[src/rtl/irq_prio_pkg.sv]
// constants, source map and level decode for the priority-level bank
package irq_prio_pkg;

  // ----------------------------------------------------------------
  // sizes
  // ----------------------------------------------------------------
  localparam int NUM_SRC = 32;
  localparam int NUM_DBG = 5;
  localparam int NUM_PRIO = 6;
  localparam int ADDR_W = 8;
  localparam int NUM_EV = 3;

  // ----------------------------------------------------------------
  // register indices (byte address = 4 * index)
  // ----------------------------------------------------------------
  localparam logic [5:0] IDX_PRIO0 = 6'h00;
  localparam logic [5:0] IDX_PRIO1 = 6'h01;
  localparam logic [5:0] IDX_PRIO2 = 6'h02;
  localparam logic [5:0] IDX_PRIO3 = 6'h03;
  localparam logic [5:0] IDX_PRIO4 = 6'h04;
  localparam logic [5:0] IDX_PRIO5 = 6'h05;
  localparam logic [5:0] IDX_STATUS = 6'h08;
  localparam logic [5:0] IDX_MASK = 6'h09;
  localparam logic [5:0] IDX_ACTIVE = 6'h0A;

  // ----------------------------------------------------------------
  // reset values and implemented-bit masks
  // ----------------------------------------------------------------
  localparam logic [15:0] PRIO_RESET = 16'h0000;
  localparam logic [NUM_EV-1:0] EV_RESET = 3'h0;
  localparam logic [15:0] IMPL_MASK [NUM_PRIO] = '{16'h3C00, 16'h003F, 16'hFFCF,
                                                  16'hFFFC, 16'hFC3F, 16'hFF3F};

  // ----------------------------------------------------------------
  // event bits of status and mask
  // ----------------------------------------------------------------
  localparam int EV_FWD = 0;
  localparam int EV_BLOCKED = 1;
  localparam int EV_DROPPED = 2;

  // ----------------------------------------------------------------
  // bus answers
  // ----------------------------------------------------------------
  localparam logic [1:0] RESP_OKAY = 2'h0;
  localparam logic [1:0] RESP_SLVERR = 2'h2;

  // ----------------------------------------------------------------
  // source to register and 2-bit slot (bits 2*slot+1:2*slot)
  // ----------------------------------------------------------------
  localparam logic [2:0] SRC_REG [NUM_SRC] = '{
    3'h0, 3'h0, 3'h1, 3'h1, 3'h1,
    3'h2, 3'h2, 3'h2, 3'h2, 3'h2, 3'h2, 3'h2,
    3'h3, 3'h3, 3'h3, 3'h3, 3'h3, 3'h3, 3'h3,
    3'h4, 3'h4, 3'h4, 3'h4, 3'h4, 3'h4,
    3'h5, 3'h5, 3'h5, 3'h5, 3'h5, 3'h5, 3'h5};
  localparam logic [2:0] SRC_SLOT [NUM_SRC] = '{
    3'h6, 3'h5, 3'h2, 3'h1, 3'h0,
    3'h7, 3'h6, 3'h5, 3'h4, 3'h3, 3'h1, 3'h0,
    3'h7, 3'h6, 3'h5, 3'h4, 3'h3, 3'h2, 3'h1,
    3'h7, 3'h6, 3'h5, 3'h2, 3'h1, 3'h0,
    3'h7, 3'h6, 3'h5, 3'h4, 3'h2, 3'h1, 3'h0};

  // field to {enabled, level}
  function automatic logic [2:0] field_decode(input logic [1:0] field, input logic debug);
    if (field == 2'h0) begin
      return 3'h0;
    end else if (debug) begin
      return {1'b1, field};
    end else begin
      return {1'b1, 2'(field - 2'h1)};
    end
  endfunction

endpackage

[src/rtl/arb_if.sv]
// carrier between the register bank and the level arbiter
`timescale 1ns/1ps
interface arb_if;
  import irq_prio_pkg::*;
  logic [NUM_SRC-1:0] req;
  logic [1:0] field [NUM_SRC];
  logic [1:0] core_mask;
  logic win_valid;
  logic [4:0] win_src;
  logic [1:0] win_level;
  logic blocked;
  logic dropped;
  modport ctrl (output req, field, core_mask, input win_valid, win_src, win_level, blocked,
    dropped);
  modport arb (input req, field, core_mask, output win_valid, win_src, win_level, blocked,
    dropped);
endinterface

[src/rtl/prio_arbiter.sv]
// picks the highest-level permitted request
`timescale 1ns/1ps
module prio_arbiter
  import irq_prio_pkg::*;
(
  arb_if.arb arb
);

  // ----------------------------------------------------------------
  // search, lowest index wins a tie
  // ----------------------------------------------------------------
  always_comb begin
    logic [2:0] dec;
    dec = 3'h0;
    arb.win_valid = 1'b0;
    arb.win_src = 5'h00;
    arb.win_level = 2'h0;
    arb.blocked = 1'b0;
    arb.dropped = 1'b0;
    for (int i = NUM_SRC - 1; i >= 0; i--) begin
      dec = field_decode(arb.field[i], i < NUM_DBG);
      if (arb.req[i] && !dec[2]) begin
        arb.dropped = 1'b1;
      end else if (arb.req[i] && dec[1:0] < arb.core_mask) begin
        arb.blocked = 1'b1;
      end else if (arb.req[i] && (!arb.win_valid || dec[1:0] >= arb.win_level)) begin
        arb.win_valid = 1'b1;
        arb.win_src = 5'(i);
        arb.win_level = dec[1:0];
      end
    end
  end

endmodule

[src/rtl/irq_priority_level_bank.sv]
// priority-level register bank with avalon slave and nesting gate
//
// What this block does
// - debug sources decode 01..11 as levels 1..3
// - peripheral sources decode 01..11 as levels 0..2
// - every level field resets to 00
// - reserved bits read zero, ignore writes
// - register 0 holds breakpoint and step fields
// - register 1 holds debug rx, tx, trace
// - register 2 holds flash, pll, voltage, pins
// - register 3 holds ports D-F and can
// - register 4 holds serial and ports A-C
// - register 5 holds decoder, uart, serial0 tx
// - forward only levels the core mask permits
//
// The implementer's own choice: the Avalon-MM register port.
`timescale 1ns/1ps
module irq_priority_level_bank
  import irq_prio_pkg::*;
(
  input wire logic core_clk,
  input wire logic rst,
  input wire logic [ADDR_W-1:0] avs_address,
  input wire logic avs_read,
  input wire logic avs_write,
  input wire logic [31:0] avs_writedata,
  input wire logic [3:0] avs_byteenable,
  output logic [31:0] avs_readdata,
  output logic avs_waitrequest,
  output logic [1:0] avs_response,
  input wire logic [NUM_SRC-1:0] src_req,
  input wire logic [1:0] core_mask,
  output logic nest_valid,
  output logic [4:0] nest_source,
  output logic [1:0] nest_level,
  output logic irq
);

  // ----------------------------------------------------------------
  // state
  // ----------------------------------------------------------------
  logic [15:0] prio_reg [NUM_PRIO];
  logic [NUM_EV-1:0] ev_status;
  logic [NUM_EV-1:0] ev_mask;
  logic [5:0] idx;
  logic bus_req;
  logic take;
  logic [15:0] lane_mask;
  logic [NUM_EV-1:0] events;
  logic [NUM_EV-1:0] next_status;
  logic status_clr;

  arb_if arb ();

  prio_arbiter u_arb (
    .arb(arb)
  );

  assign idx = avs_address[ADDR_W-1:2];
  assign bus_req = avs_read | avs_write;
  assign take = bus_req & ~avs_waitrequest;
  assign lane_mask = {{8{avs_byteenable[1]}}, {8{avs_byteenable[0]}}};

  function automatic logic mapped(input logic [5:0] i);
    if (i < 6'(NUM_PRIO)) begin
      return 1'b1;
    end else if (i == IDX_STATUS || i == IDX_MASK || i == IDX_ACTIVE) begin
      return 1'b1;
    end else begin
      return 1'b0;
    end
  endfunction

  // ----------------------------------------------------------------
  // field fan-out to arbiter
  // ----------------------------------------------------------------
  assign arb.req = src_req;
  assign arb.core_mask = core_mask;
  for (genvar i = 0; i < NUM_SRC; i++) begin : g_src
    assign arb.field[i] = prio_reg[SRC_REG[i]][2 * SRC_SLOT[i] +: 2];
  end

  // ----------------------------------------------------------------
  // bus handshake: one wait cycle, then answer
  // ----------------------------------------------------------------
  always_ff @(posedge core_clk) begin
    if (rst) begin
      avs_waitrequest <= 1'b1;
    end else begin
      avs_waitrequest <= ~(bus_req & avs_waitrequest);
    end
  end

  always_ff @(posedge core_clk) begin
    if (rst) begin
      avs_readdata <= 32'h0000_0000;
      avs_response <= RESP_OKAY;
    end else if (bus_req && avs_waitrequest) begin
      avs_response <= mapped(idx) ? RESP_OKAY : RESP_SLVERR;
      avs_readdata <= 32'h0000_0000;
      if (avs_read) begin
        if (idx < 6'(NUM_PRIO)) begin
          avs_readdata <= {16'h0000, prio_reg[idx[2:0]] & IMPL_MASK[idx[2:0]]};
        end else if (idx == IDX_STATUS) begin
          avs_readdata <= {29'h0, ev_status};
        end else if (idx == IDX_MASK) begin
          avs_readdata <= {29'h0, ev_mask};
        end else if (idx == IDX_ACTIVE) begin
          avs_readdata <= {24'h0, nest_valid, nest_source, nest_level};
        end
      end
    end
  end

  // ----------------------------------------------------------------
  // priority registers
  // ----------------------------------------------------------------
  always_ff @(posedge core_clk) begin
    if (rst) begin
      for (int k = 0; k < NUM_PRIO; k++) begin
        prio_reg[k] <= PRIO_RESET;
      end
    end else if (take && avs_write && idx < 6'(NUM_PRIO)) begin
      prio_reg[idx[2:0]] <= ((prio_reg[idx[2:0]] & ~lane_mask)
        | (avs_writedata[15:0] & lane_mask)) & IMPL_MASK[idx[2:0]];
    end
  end

  // ----------------------------------------------------------------
  // interrupt status and mask
  // ----------------------------------------------------------------
  assign events = {arb.dropped, arb.blocked, arb.win_valid};
  assign status_clr = take && avs_read && idx == IDX_STATUS;

  always_comb begin
    next_status = ev_status;
    if (status_clr) begin
      next_status = '0;
    end
    next_status = next_status | events;
  end

  always_ff @(posedge core_clk) begin
    if (rst) begin
      ev_status <= EV_RESET;
    end else begin
      ev_status <= next_status;
    end
  end

  always_ff @(posedge core_clk) begin
    if (rst) begin
      ev_mask <= EV_RESET;
    end else if (take && avs_write && idx == IDX_MASK && avs_byteenable[0]) begin
      ev_mask <= avs_writedata[NUM_EV-1:0];
    end
  end

  always_ff @(posedge core_clk) begin
    if (rst) begin
      irq <= 1'b0;
    end else begin
      irq <= |(next_status & ev_mask);
    end
  end

  // ----------------------------------------------------------------
  // nesting request to core
  // ----------------------------------------------------------------
  always_ff @(posedge core_clk) begin
    if (rst) begin
      nest_valid <= 1'b0;
      nest_source <= 5'h00;
      nest_level <= 2'h0;
    end else begin
      nest_valid <= arb.win_valid;
      nest_source <= arb.win_src;
      nest_level <= arb.win_level;
    end
  end

  logic reserved_set;
  always_comb begin
    reserved_set = 1'b0;
    for (int k = 0; k < NUM_PRIO; k++) begin
      reserved_set = reserved_set | (|(prio_reg[k] & ~IMPL_MASK[k]));
    end
  end
endmodule

[config.mk]
export PLATFORM = sky130hd
export DESIGN_NAME = irq_priority_level_bank
export DESIGN_NICKNAME = d
export VERILOG_FILES = /design/src/rtl/irq_prio_pkg.sv /design/src/rtl/arb_if.sv /design/src/rtl/prio_arbiter.sv /design/src/rtl/irq_priority_level_bank.sv
export SDC_FILE = /design/constraint.sdc
export NUM_CORES = 1
export LEC_CHECK = 0
export BUFFER_PORTS_ARGS = -buffer_cell sky130_fd_sc_hd__buf_2
export CAP_MARGIN = 20
export CORE_ASPECT_RATIO = 1.25
export CORE_MARGIN = 4
export CORE_UTILIZATION = 25
export DETAILED_ROUTE_END_ITERATION = 10
export GPL_TIMING_DRIVEN = 0
export PLACE_DENSITY = 0.45
export SLEW_MARGIN = 20
export SYNTH_ARGS = -nofsm -noshare
export SYNTH_HDL_FRONTEND = slang
export SYNTH_SLANG_ARGS = --single-unit
[constraint.sdc]
create_clock -name core_clk -period 92.4 [get_ports core_clk]
set_input_delay 4.62 -clock core_clk [delete_from_list [all_inputs] [get_ports core_clk]]
set_output_delay 4.62 -clock core_clk [all_outputs]
set_load 0.05 [all_outputs]
# Word level (Yosys, flattened, before mapping)
# Memory sizes are Yosys's and may differ from the RTL's.
# Cells that the tools add are included.
[totals]
out_inout_bits = 44
elab_cells = 789
mem_bits_ro = 128
mem_bits_rw = 96
input_bits = 82
n_memories = 2
reg_bits = 50
[op_classes]
n_bitwise = 14
order_cmp = 65
muxes = 437
n_addsub = 27
eq_ne = 3
n_reduce_logical = 232
[memory_table]
columns = ["memory", "depth", "width", "rd", "rd_ports_with_merged_regs", "wr", "line", "rtl"]
rows = [
  ["(name not given)", 8, 16, 1, 0, 0, "irq_priority_level_bank.sv:125", "| (avs_writedata[15:0] & lane_mask)) & IMPL_MASK[idx[2:0]];"],
  ["prio_reg", 6, 16, 7, 0, 6, "irq_priority_level_bank.sv:42", "logic [15:0] prio_reg [NUM_PRIO];"],
]
[ops]
columns = ["cell", "count"]
rows = [
  ["$mux W5", 96],
  ["$mux W1", 202],
  ["$mux W2", 97],
  ["$logic_and A1 B1 Y1", 102],
  ["$mux W3", 34],
  ["$mux W16", 5],
  ["$and A16 B16 Y16", 4],
  ["$logic_not A2 Y1", 32],
  ["$lt A2 B2 Y1", 32],
  ["$logic_not A1 Y1", 63],
  ["$ge A2 B2 Y1", 31],
  ["$sub A2 B1 Y2 const B", 27],
  ["$logic_or A1 B1 Y1", 33],
  ["$mux W8", 3],
  ["$eq A6 B4 Y1 const B", 3],
  ["$not A16 Y16", 1],
  ["$or A16 B16 Y16", 1],
  ["$reduce_or A16 Y1", 1],
  ["$lt A6 B3 Y1 const B", 1],
  ["$ge A4 B4 Y1 const B", 1],
  ["$not A3 Y4", 1],
  ["$and A3 B3 Y3", 1],
  ["$or A3 B3 Y3", 1],
  ["$reduce_or A3 Y1", 1],
  ["other kinds (3)", 5],
]

# Longest topological paths before layout
# Gate-level depths: netlist of run 1.
# An unclocked memory read counts as a cell.
[logic_depth]
ltp_word = 196
ltp_mapped = 240

# Cells and area by module
# From an unflattened synthesis of run 1, not the netlist that was laid out.
[unflattened]
hier_cells = 1406
hier_area_um2 = 13038.8
[by_module_without_submodules]
columns = ["mod", "area_each_um2", "instances", "cells_per_inst", "seq_area_each_um2"]
rows = [
  ["irq_priority_level_bank", 6869.1, 1, 490, 4144.0],
  ["prio_arbiter", 6169.7, 1, 916, 0.0],
]

# Worst setup path before layout of run 1
# OpenSTA, ideal clock, no wires.
[synth_path]
kind = "input to register"
start = "input core_mask[1]"
end = "register nest_source[3]"
path_slack_ns = 48.022
setup_time_ns = 0.070
stages = 229
arrival_ns = 44.308
cell_sequence = "inv_1 > ha_1 > nor2_1 > and4bb_2 > ha_1 > nand2b_1 > a21oi_1 > a21o_2 > a21o_1 > ha_1 > nand2b_1 > a221oi_1 > nor3_1 > a21o_1 > ha_1 > nand2b_1 > a32oi_1 > o21ai_0 > (+193 left out) > nand2b_1 > a21o_1 > o21ai_0 > and2_2 > a31o_4 > inv_1 > ha_1 > nand2b_1 > a21o_2 > o21ai_1 > mux2_2 > ha_1 > a21o_1 > o21ai_0 > and2_1 > nand3_1 > or3_1 > a21oi_1"
[synth_between]
elab_chain_cells = 190
word_cells_on_any_way = 467
cone_classes = "order compare (63); mux (279); reduce/logical (125)"
[synth_lines]
columns = ["item", "line", "rtl"]
rows = [
  ["start, declared", "irq_priority_level_bank.sv:32", "input wire logic [1:0] core_mask,"],
  ["$lt A2 B2 Y1", "prio_arbiter.sv:24", "end else if (arb.req[i] && dec[1:0] < arb.core_mask) begin"],
  ["$logic_and A1 B1 Y1", "prio_arbiter.sv:24", ""],
  ["$mux W2 / $mux W1 (equally long branches)", "prio_arbiter.sv:24", ""],
  ["$mux W2 / $mux W1 (equally long branches)", "prio_arbiter.sv:22", "if (arb.req[i] && !dec[2]) begin"],
  ["$ge A2 B2 Y1 / $logic_not A1 Y1 (equally long branches)", "prio_arbiter.sv:26", "end else if (arb.req[i] && (!arb.win_valid || dec[1:0] >= arb.win_level)) begin"],
  ["$logic_or A1 B1 Y1", "prio_arbiter.sv:26", ""],
  ["$logic_and A1 B1 Y1", "prio_arbiter.sv:26", ""],
  ["$mux W2 / $mux W1 (equally long branches)", "prio_arbiter.sv:26", ""],
  ["(+174 left out)", "--", ""],
  ["$mux W2 / $mux W1 (equally long branches)", "prio_arbiter.sv:24", ""],
  ["$mux W2 / $mux W1 (equally long branches)", "prio_arbiter.sv:22", ""],
  ["$ge A2 B2 Y1 / $logic_not A1 Y1 (equally long branches)", "prio_arbiter.sv:26", ""],
  ["$logic_or A1 B1 Y1", "prio_arbiter.sv:26", ""],
  ["$logic_and A1 B1 Y1", "prio_arbiter.sv:26", ""],
  ["$mux W5", "prio_arbiter.sv:26", ""],
  ["$mux W5", "prio_arbiter.sv:24", ""],
  ["$mux W5 (*)", "prio_arbiter.sv:22", ""],
  ["end signal, assigned", "irq_priority_level_bank.sv:177", "nest_source <= arb.win_src;"],
  ["end, declared", "irq_priority_level_bank.sv:34", "output logic [4:0] nest_source,"],
]
# Every way passes the cells marked *; elsewhere a longest branch is shown, timed or not.
# A chain may end at the register's enable or synchronous reset.

# Worst setup path in the final report of run 1
# Ends and elaborated chain as after synthesis.

==> summary.md, run 1 <==
| Metric | Value |
|---|---|
| R2r startpoint | `prio_reg[5][1]` |
| Root Driver | `clkbuf_16` |
| Area growth syn-to-layout | `16.9%` |
| Flip-flop and latch count after synthesis | `149` |
| Post-CTS Setup Repair Bufs | `0` |
| Max H-tree Level | `4` |
| # IOs | `126` |
| Hold WS | `0.503 ns` |
| YS warnings | `0` |
| Reg2reg setup slack | `45.78 ns` |
| Synth top cells by count | `nor2_1, edfxtp_1, inv_1` |
| Cts hold-fix bufs | `0` |
| Post-synth cell types | `108` |
| Rel. slew slack | `33.2%` |
| # setup viols final | `0` |
| Worst clock skew | `0.0128 ns` |
| Worst Tran Pin Value | `1.00 ns` |
| DRC | `0` |
| Int Pwr | `0.000143 W` |
| First-pass GRT wire length | `71100 um` |
| Num rows | `91` |
| Final Cycle Share | `54.5%` |
| Clock-pin slew on the worst setup and hold paths | `0.06 ns` |
| Detailed-route via count | `11.4k` |
| Sw power | `0.0000726 W` |
| Outcome | `finished, final reports clean` |
| Ranking of synthesized cells by area | `edfxtp_1, ha_1, nor2_1, dfxtp_1, mux4_2` |
| Yosys top cell area share | `27.8%` |
| Clock sink total | `149` |
| Req. time, crit path | `92.71 ns` |
| Die Wd | `208 um` |
| Crit. End Element | `flip-flop` |
| GRT Total Usage | `17.5%` |
| Largest area contributor in the netlist | `edfxtp_1` |
| Worst Path Max Fanout | `9` |
| Fmax achieved | `19.8 MHz` |
| Dpl cell area | `14000 um^2` |
| Filler cells | `5333` |
| Resized Gates After CTS | `0` |
| Reg power frac | `36.6%` |
| Grt ovf | `0` |
| CORE AREA | `49400 um^2` |
| Worst r2r path cells | `231` |
| Post-synth EDFFs | `116` |
| Drt wl/cell | `22.1 um` |
| Routed vias/inst | `5.16` |
| Top_reg_cell synth | `edfxtp_1` |
| Post-DRT Antenna Nets | `0` |
| Leakage power | `5.91 nW` |
| Initial Utilization | `25.3%` |
| Share of cells above drive strength 1 | `16.8%` |
| Post-layout nets | `1717` |
| Endpoints failing hold | `0` |
| Port Buffer Count | `87` |
| Crit-path max cell delay | `0.60 ns` |
| Final instance area | `14600 um^2` |
| Detailed Route Iter0 Violations | `904` |
| Post-layout min period | `50.38 ns` |
| Initial antenna violation count | `0` |
| Cell Area, Synth | `12500 um^2` |
| Arrival time of the worst setup path | `50.69 ns` |
| Crit path top cell by count | `ha_1` |
| Critical path startpoint category | `primary input` |
| Cells after synthesis | `1386` |
| Hold Crit Class | `reg -> reg` |
| Die span in y | `258 um` |
| Clock Latency Late Sink | `0.43 ns` |
| Placer Congestion | `0.864` |
| DRT Wirelength | `49000 um` |
| DP Worst Slack | `41.97 ns` |
| Hold path cells | `2` |
| Register area share after synthesis | `33.1%` |
| Final Max Slew Viols | `0` |
| Max reg flops | `116` |
| Terminus of the critical flop-to-flop path | `nest_source[3]` |
| Largest net degree at the start of global routing | `25` |
| Number of global-route vias before repair | `11.2k` |
| Die outline area | `53700 um^2` |
| RSZ-0062 raised after global routing | `no` |
| TritonCTS clock tree | `yes` |
| Clock network power share | `32.7%` |
| Total CTS buffers | `17` |
| Post-route non-filler standard cell count | `2218` |
| Asr flop ratio synth | `0%` |
| Max Root-Sink Buffers | `2` |
| Setup ws final | `42.02 ns` |
| Worst hold start | `avs_response[1]` |
| Post-DP HPWL | `40400 um` |
| Critical Path Slowest Stage Cell | `o21ai_0` |
| Pwr Density | `14.8 nW/um^2` |
| Comb power frac | `30.7%` |
| DP Cell Count | `2184` |
| Top-count cell post-synth | `nor2_1` |
| Worst vdd ir | `0.00947 mV` |
| Setup Crit Path Kind | `in -> reg` |
| Max-cap violations | `0` |
| Hold Crit Endpoint | `avs_response[1]` |
| First-pass DRT Iterations | `5` |
| Syn avg cell area | `9.03 um^2` |
| Switching share of power | `33.6%` |
| Sum Neg Setup Slack | `0 ns` |
how the worst max path moves through the flow:
| stage | from | to | slack (ns) | depth (start not counted) |
|---|---|---|---|---|
| after CTS | core_mask[1] | nest_source[3] | 42.16 | 232 |
| after global placement | core_mask[1] | nest_source[3] | 40.94 | 232 |
| after detailed placement | core_mask[1] | nest_source[3] | 41.97 | 231 |
| after global routing | core_mask[1] | nest_source[3] | 38.42 | 233 |
| final | core_mask[1] | nest_source[3] | 42.02 | 232 |
| after floorplan | core_mask[1] | nest_source[3] | 48.02 | 229 |
cells by family (layout without fill, tap and decap cells):
| kind of cell | after synthesis | count (layout) | synth area share, % |
|---|---|---|---|
| simple gates | 524 | 524 | 22.0 |
| compound gates | 412 | 412 | 23.4 |
| fa+ha+maj | 84 | 84 | 8.36 |
| mux | 55 | 55 | 7.42 |
| flops | 149 | 149 | 33.1 |
| other cells | 1 | 60 | 0.0300 |
| buf+inv | 161 | 283 | 5.62 |
layer usage:
layer	track usage (%)	wire [um]	vias up
li1	-	-	5458
met1	21.4	20600	5597
met2	32.1	25100	324
met3	2.22	1830	55
met4	5.31	1450	0
met5	0	0	-
per-stage QoR:
step	utilization, %	total power (W)
final	29.6	0.000216
after global routing	29.6	0.000226
after CTS	29.6	0.000217
after detailed placement	28.4	0.000146
after global placement	28.3	0.000146
after floorplan	-	0.000125
final cells by class:
cell class | instances | area (um^2) | area share [%]
multi-input combinational | 1134 | 7900 | 54.0
clock buffer | 21 | 440 | 3.01
sequential | 149 | 4140 | 28.3
clock inverter | 11 | 151 | 1.04
tap | 651 | 815 | 5.57
inverter | 101 | 379 | 2.59
timing repair buffer | 90 | 472 | 3.23
buffer | 60 | 324 | 2.22
antenna | 1 | 2.50 | 0.0171
critical path, delay by kind of cell:
family	cells	cell delay, ns
buffers and inverters	10	1.49
AO/OA/AOI/OAI	93	20.35
adder cells (fa/ha/maj)	34	9.15
multiplexers	5	1.94
AND/OR/NAND/NOR	90	13.13
layout by cell type (no fill, tap or decap), types with 6 or more instances in the layout:
master       n
nand4_1     11
mux4_2      27
a21o_1      14
mux2_2      19
a32oi_1      7
nand3_1     18
nor3_1      11
buf_4       17
buf_2       92
dfxtp_1     33
o211ai_1    24
o221a_2      8
a22oi_1     27
a22o_1       6
mux2i_1      8
nor3b_1     27
a211oi_1     9
inv_1      100
a21oi_1     92
nor2b_1     33
and2_1      20
o21ai_1      6
clkbuf_1    37
or2_2        7
o22ai_1     15
a21boi_1     6
o21a_1       6
conb_1      59
edfxtp_1   116
nand2_1     93
ha_1        82
o21ai_0     64
clkbuf_16   17
nor2_1     182
o221ai_1    20
a21boi_0    22
nand2b_1    66
a31oi_1     11
power by group through the flow:
stage               Combinational [W]  Sequential, W   Clock, W
floorplan                   0.0000438      0.0000816          0
global route                0.0000727      0.0000792  0.0000745
CTS                         0.0000664      0.0000788  0.0000716
finish                      0.0000662      0.0000790  0.0000706
global placement            0.0000656      0.0000801          0
detailed placement          0.0000659      0.0000802          0
(Power assumes the default switching activity.)
==> run 2: changes to the inputs <==
--- a/config.mk
+++ b/config.mk
@@ -12,7 +12,7 @@
 export CORE_UTILIZATION = 25
 export DETAILED_ROUTE_END_ITERATION = 10
 export GPL_TIMING_DRIVEN = 0
-export PLACE_DENSITY = 0.45
+export PLACE_DENSITY = 0.47
 export SLEW_MARGIN = 20
 export SYNTH_ARGS = -nofsm -noshare
 export SYNTH_HDL_FRONTEND = slang
==> constraint.sdc (replaced) <==
create_clock -name core_clk -period 40.8 [get_ports core_clk]
set_input_delay 2.04 -clock core_clk [delete_from_list [all_inputs] [get_ports core_clk]]
set_output_delay 2.04 -clock core_clk [all_outputs]
set_load 0.05 [all_outputs]
==> run 2 against run 1 <==
  * Highest routed layer unchanged
  * Via count grew 8.3%
  * Clock skew is 0.0032 ns lower
  * Worst hold slack improved by 0.022 ns
==> summary.md, run 2 (synthesized netlist as in run 1, its figures left out) <==
| Metric | Value |
|---|---|
| Final core occ | `34.9%` |
| Hold Crit Class | `reg -> reg` |
| Detailed Route Iter0 Violations | `915` |
| R2r startpoint | `prio_reg[5][1]` |
| Largest net degree at the start of global routing | `17` |
| Sw power | `0.000195 W` |
| Dpl cell area | `14000 um^2` |
| Post-layout min period | `39.96 ns` |
| Area growth syn-to-layout | `37.9%` |
| Total CTS buffers | `17` |
| Worst clock skew | `0.00964 ns` |
| Reg power frac | `30.4%` |
| Worst Tran Pin Value | `0.944 ns` |
| CORE AREA | `49400 um^2` |
| DRT Wirelength | `52200 um` |
| Post-layout nets | `1879` |
| Final Max Slew Viols | `0` |
| Grt ovf | `0` |
| Max H-tree Level | `4` |
| Final instance area | `17200 um^2` |
| Share of cells above drive strength 1 | `35.2%` |
| Max-cap violations | `0` |
| Crit path top cell by count | `ha_4` |
| Terminus of the critical flop-to-flop path | `nest_source[3]` |
| Crit-path max cell delay | `0.53 ns` |
| Initial antenna violation count | `3` |
| Max reg flops | `116` |
| RSZ-0062 raised after global routing | `yes` |
| Setup ws final | `0.838 ns` |
| Endpoints failing hold | `0` |
| Leakage power | `7.08 nW` |
| Hold path cells | `2` |
| Worst hold start | `avs_readdata[9]` |
| Worst vdd ir | `0.0323 mV` |
| Switching share of power | `33.1%` |
| Max Root-Sink Buffers | `2` |
| Worst Path Max Fanout | `6` |
| Sum Neg Setup Slack | `0 ns` |
| Post-DRT Antenna Nets | `0` |
| Num rows | `91` |
| Reg2reg setup slack | `1.95 ns` |
| Drt wl/cell | `21.9 um` |
| Req. time, crit path | `41.14 ns` |
| Number of global-route vias before repair | `12.1k` |
| Detailed-route via count | `12.4k` |
| Post-DP HPWL | `40000 um` |
| Filler cells | `5115` |
| Cts hold-fix bufs | `0` |
| Die span in y | `258 um` |
| Hold Crit Endpoint | `avs_readdata[9]` |
| Critical Path Slowest Stage Cell | `or4_4` |
| First-pass GRT wire length | `74400 um` |
| Pwr Density | `34.1 nW/um^2` |
| Worst r2r path cells | `230` |
| Outcome | `finished, final reports clean` |
| Die outline area | `53700 um^2` |
| DP Worst Slack | `-6.56 ns` |
| # IOs | `126` |
| Routed vias/inst | `5.20` |
| Comb power frac | `40.4%` |
| Placer Congestion | `0.888` |
| # setup viols final | `0` |
| TritonCTS clock tree | `yes` |
| Critical path startpoint category | `primary input` |
| Setup Crit Path Kind | `in -> reg` |
| Die Wd | `208 um` |
| Clock-pin slew on the worst setup and hold paths | `0.06 ns` |
| Port Buffer Count | `87` |
| Commonest non-fill, non-tap cell in the layout | `buf_4` |
| Most frequent cells in the layout | `buf_4, nor2_1, edfxtp_1, inv_1, buf_2` |
| Clock network power share | `29.1%` |
| DRC | `0` |
| GRT Total Usage | `18.1%` |
| Root Driver | `clkbuf_16` |
| Clock sink total | `149` |
| Rel. slew slack | `36.7%` |
| Initial Utilization | `25.3%` |
| Final Cycle Share | `97.9%` |
| Fmax achieved | `25.0 MHz` |
| Int Pwr | `0.000393 W` |
| First-pass DRT Iterations | `6` |
| Crit. End Element | `flip-flop` |
| Arrival time of the worst setup path | `40.30 ns` |
| Clock Latency Late Sink | `0.42 ns` |
run 2: cell types whose count changed in the layout (fill, tap and decap cells not counted), moves of 21 or more:
cell / before / now
buf_4: 17 / 171
a21oi_1: 92 / 60
a21oi_2: 2 / 27
ha_1: 82 / 58
ha_4: 0 / 22
nand2b_1: 66 / 45
nand2b_4: 0 / 21
run 2: worst max-delay path by stage:
stage | cells past startpoint | to | start
after floorplan | 229 | nest_source[3] | core_mask[1]
after global placement | 233 | nest_source[3] | core_mask[1]
after detailed placement | 232 | nest_source[3] | core_mask[1]
after CTS | 231 | nest_source[3] | core_mask[1]
after global routing | 235 | nest_source[3] | core_mask[1]
final | 231 | nest_source[3] | core_mask[1]
run 2: cell type report:
class                           count  area, um^2  share of cell area [%]
Inverter                          101         383                    2.22
Sequential cell                   149        4140                    24.0
Clock buffer                       19         433                    2.51
Timing Repair inverter              1        5.00                  0.0290
Tap cell                          651         815                    4.72
Clock inverter                     13         205                    1.19
Multi-Input combinational cell   1134        9200                    53.3
Antenna cell                        1        2.50                  0.0145
Timing Repair Buffer              252        1730                    10.0
Buffer                             59         335                    1.94
run 2: through the flow:
stage / total power [W] / hold WS (ns) / instances
after floorplan: 0.000285 / 0.457 / 1444
after global placement: 0.000330 / 0.496 / 2182
after detailed placement: 0.000331 / 0.503 / 2184
after CTS: 0.000545 / 0.524 / 2339
after global routing: 0.000612 / 0.543 / 2380
final: 0.000588 / 0.524 / 2380
run 2: routing by layer:
layer	share of wire (%)	vias up	track usage, %
met2	51	357	33.3
met1	41	6162	22.1
li1	-	5790	-
met3	3.7	75	1.42
met4	3.6	0	6.17
met5	0	-	0
run 2: power groups by stage:
stage | Sequential [W] | Combinational [W] | Clock (W)
final | 0.000179 | 0.000238 | 0.000171
after detailed placement | 0.000182 | 0.000149 | 0
after global placement | 0.000182 | 0.000148 | 0
after CTS | 0.000179 | 0.000193 | 0.000173
after global routing | 0.000179 | 0.000254 | 0.000179
after floorplan | 0.000185 | 0.000100 | 0
run 2: critical path, delay by kind of cell:
kind,cells,cell delay [ns]
AO/OA/AOI/OAI,94,15.07
adder cells (fa/ha/maj),34,8.62
buffers and inverters,11,1.23
multiplexers,6,1.99
AND/OR/NAND/NOR,86,11.26
run 2: repair_timing:
item,4_1_cts,5_1_grt
endpoints found under the hold margin,0,0
gates resized for setup,135,137
gates cloned,1,0
pin swaps,91,167
endpoints found under the setup margin,7,7
setup buffers,123,45
==> run 3: changes to the inputs <==
--- a/config.mk
+++ b/config.mk
@@ -7,12 +7,14 @@
 export LEC_CHECK = 0
 export BUFFER_PORTS_ARGS = -buffer_cell sky130_fd_sc_hd__buf_2
 export CAP_MARGIN = 20
+export CELL_PAD_IN_SITES_DETAIL_PLACEMENT = 1
+export CELL_PAD_IN_SITES_GLOBAL_PLACEMENT = 2
 export CORE_ASPECT_RATIO = 1.25
 export CORE_MARGIN = 4
 export CORE_UTILIZATION = 25
 export DETAILED_ROUTE_END_ITERATION = 10
 export GPL_TIMING_DRIVEN = 0
-export PLACE_DENSITY = 0.47
+export PLACE_DENSITY = 0.65
 export SLEW_MARGIN = 20
 export SYNTH_ARGS = -nofsm -noshare
 export SYNTH_HDL_FRONTEND = slang
==> run 3 against run 2 <==
  * Critical endpoint unchanged
  * Via count is 0.45% higher
  * Non-clock buffer count is 10 higher
  * Worst setup slack got worse by 0.17 ns
  * Maximum frequency is 0.43% lower
  * Final area rose by 0.48%
  * Worst hold slack got worse by 0.013 ns
  * Wire length rose by 8.2%
  * Power fell by 2.0%
  * Sequential share of layout area is 0.11 points lower
  * Register-to-register slack worse by 0.12 ns
  * Critical path depth is 4 lower
==> summary.md, run 3 (synthesized netlist as in run 1, its figures left out) <==
| Metric | Value |
|---|---|
| Root Driver | `clkbuf_16` |
| DP Worst Slack | `-7.31 ns` |
| Post-DP HPWL | `43300 um` |
| Post-layout min period | `40.14 ns` |
| Die Wd | `208 um` |
| Sw power | `0.000202 W` |
| Post-layout nets | `1889` |
| Drt wl/cell | `23.6 um` |
| GRT Total Usage | `19.7%` |
| Initial antenna violation count | `0` |
| Ant. Diodes | `0` |
| Area growth syn-to-layout | `38.5%` |
| Clock-pin slew on the worst setup and hold paths | `0.07 ns` |
| Detailed-route via count | `12.4k` |
| Hold Crit Class | `reg -> reg` |
| Total Power | `0.000576 W` |
| Req. time, crit path | `41.15 ns` |
| Placer Congestion | `0.849` |
| Max Root-Sink Buffers | `2` |
| Worst Path Max Fanout | `6` |
| Critical path startpoint category | `primary input` |
| Fmax achieved | `24.9 MHz` |
| Post-DRT Antenna Nets | `0` |
| Clock sink total | `149` |
| Crit-path max cell delay | `0.54 ns` |
| Reg power frac | `31.0%` |
| Num rows | `91` |
| Switching share of power | `35.0%` |
| TritonCTS clock tree | `yes` |
| First-pass DRT Iterations | `5` |
| Pwr Density | `33.2 nW/um^2` |
| Grt ovf | `0` |
| # setup viols final | `0` |
| Max H-tree Level | `4` |
| Outcome | `finished, final reports clean` |
| Setup Crit Path Kind | `in -> reg` |
| DRC | `0` |
| Total CTS buffers | `17` |
| Initial Utilization | `25.3%` |
| Critical Path Slowest Stage Cell | `or4_4` |
| Detailed Route Iter0 Violations | `643` |
| DRT Wirelength | `56500 um` |
| Setup ws final | `0.664 ns` |
| Clock Latency Late Sink | `0.43 ns` |
| CORE AREA | `49400 um^2` |
| Most frequent cells in the layout | `buf_4, nor2_1, edfxtp_1, inv_1, buf_2` |
| Number of global-route vias before repair | `12.8k` |
| First-pass GRT wire length | `80200 um` |
| Final Cycle Share | `98.4%` |
| Int Pwr | `0.000374 W` |
| Share of cells above drive strength 1 | `35.7%` |
| Post-route non-filler standard cell count | `2389` |
| Worst clock skew | `0.00834 ns` |
| Routed vias/inst | `5.21` |
| DP Cell Count | `2183` |
| Worst Tran Pin Value | `1.01 ns` |
| Port Buffer Count | `87` |
| Die span in y | `258 um` |
| Leakage power | `7.09 nW` |
| Max-cap violations | `0` |
| Commonest non-fill, non-tap cell in the layout | `buf_4` |
| Comb power frac | `41.8%` |
| Crit path top cell by count | `ha_4` |
| Flip-flop and latch area | `4140 um^2` |
| RSZ-0062 raised after global routing | `yes` |
| Largest net degree at the start of global routing | `17` |
| Rel. slew slack | `32.5%` |
| Crit. End Element | `flip-flop` |
| Arrival time of the worst setup path | `40.48 ns` |
| # IOs | `126` |
| Area occupied by multi-input gates | `9300 um^2` |
| Die outline area | `53700 um^2` |
| Worst vdd ir | `0.0300 mV` |
| Final Max Slew Viols | `0` |
| Endpoints failing hold | `0` |
| Filler cells | `5752` |
| Max reg flops | `116` |
| Clock network power share | `27.2%` |
## run 3: cell types whose count changed in the layout (fill, tap and decap cells not counted), moves of 4 or more
cell / previous run / this run
o21ai_2: 12 / 7
buf_4: 171 / 187
a21oi_2: 27 / 21
o21ai_4: 4 / 8
ha_4: 22 / 26
clkinvlp_4: 3 / 7
nor2_2: 9 / 14
ha_1: 58 / 54
## run 3: area by class of cell
class | count | area share (%)
multi-input cells | 1134 | 53.7
clock buffers | 18 | 2.48
plain buffers | 58 | 1.86
repair inverters | 1 | 0.0289
clock inverters | 14 | 0.881
well taps | 651 | 4.70
inverters | 101 | 2.21
repair buffers | 263 | 10.3
flip-flops and latches | 149 | 23.9
## run 3: metal layers
metal | track usage, % | wire length, um | vias up
met5 | 0 | 0 | -
met4 | 9.00 | 2660 | 0
met3 | 2.07 | 1480 | 106
met2 | 36.9 | 29700 | 258
met1 | 22.5 | 22600 | 6272
li1 | - | - | 5804
## run 3: repair_timing
item	CTS	global route
endpoints found under the setup margin	7	7
pin swaps	68	154
buffers inserted	116	60
gates cloned	1	0
gates resized for setup	113	161
hold buffers	0	0
## run 3: path summary, 6_finish.rpt
path	start	endpoint	slack [ns]	cells after the start
setup / recovery	core_mask[1]	nest_source[3]	0.66	227
hold / removal	avs_readdata[14]	avs_readdata[14]	0.51	2
setup reg to reg	prio_reg[5][1]	nest_source[3]	1.83	226
hold reg to reg	avs_readdata[14]	avs_readdata[14]	0.51	2
## run 3: power groups by stage
stage	Clock, W	Combinational (W)	Sequential, W
after floorplan	0	0.000100	0.000185
after global placement	0	0.000151	0.000181
after detailed placement	0	0.000154	0.000182
after CTS	0.000158	0.000191	0.000179
after global routing	0.000166	0.000258	0.000179
final	0.000156	0.000241	0.000179
## run 3: stage by stage
step | TNS, ns | cell area [um^2] | utilization, % | hold WS, ns
floorplan | 0 | 12800 | - | 0.457
global placement | -43.74 | 14000 | 28.4 | 0.494
detailed placement | -48.31 | 14000 | 28.4 | 0.499
CTS | -3.07 | 16000 | 32.3 | 0.514
global route | -4.53 | 17300 | 35.1 | 0.545
finish | 0 | 17300 | 35.1 | 0.511
## run 3: worst max-delay path, delay by kind of cell
| kind | cells | cell delay [ns] |
|---|---|---|
| and+or+nand+nor | 82 | 11.12 |
| adders and majority gates | 34 | 8.94 |
| buffers and inverters | 14 | 1.64 |
| muxes | 6 | 2.02 |
| AOI/OAI and AO/OA | 91 | 14.73 |
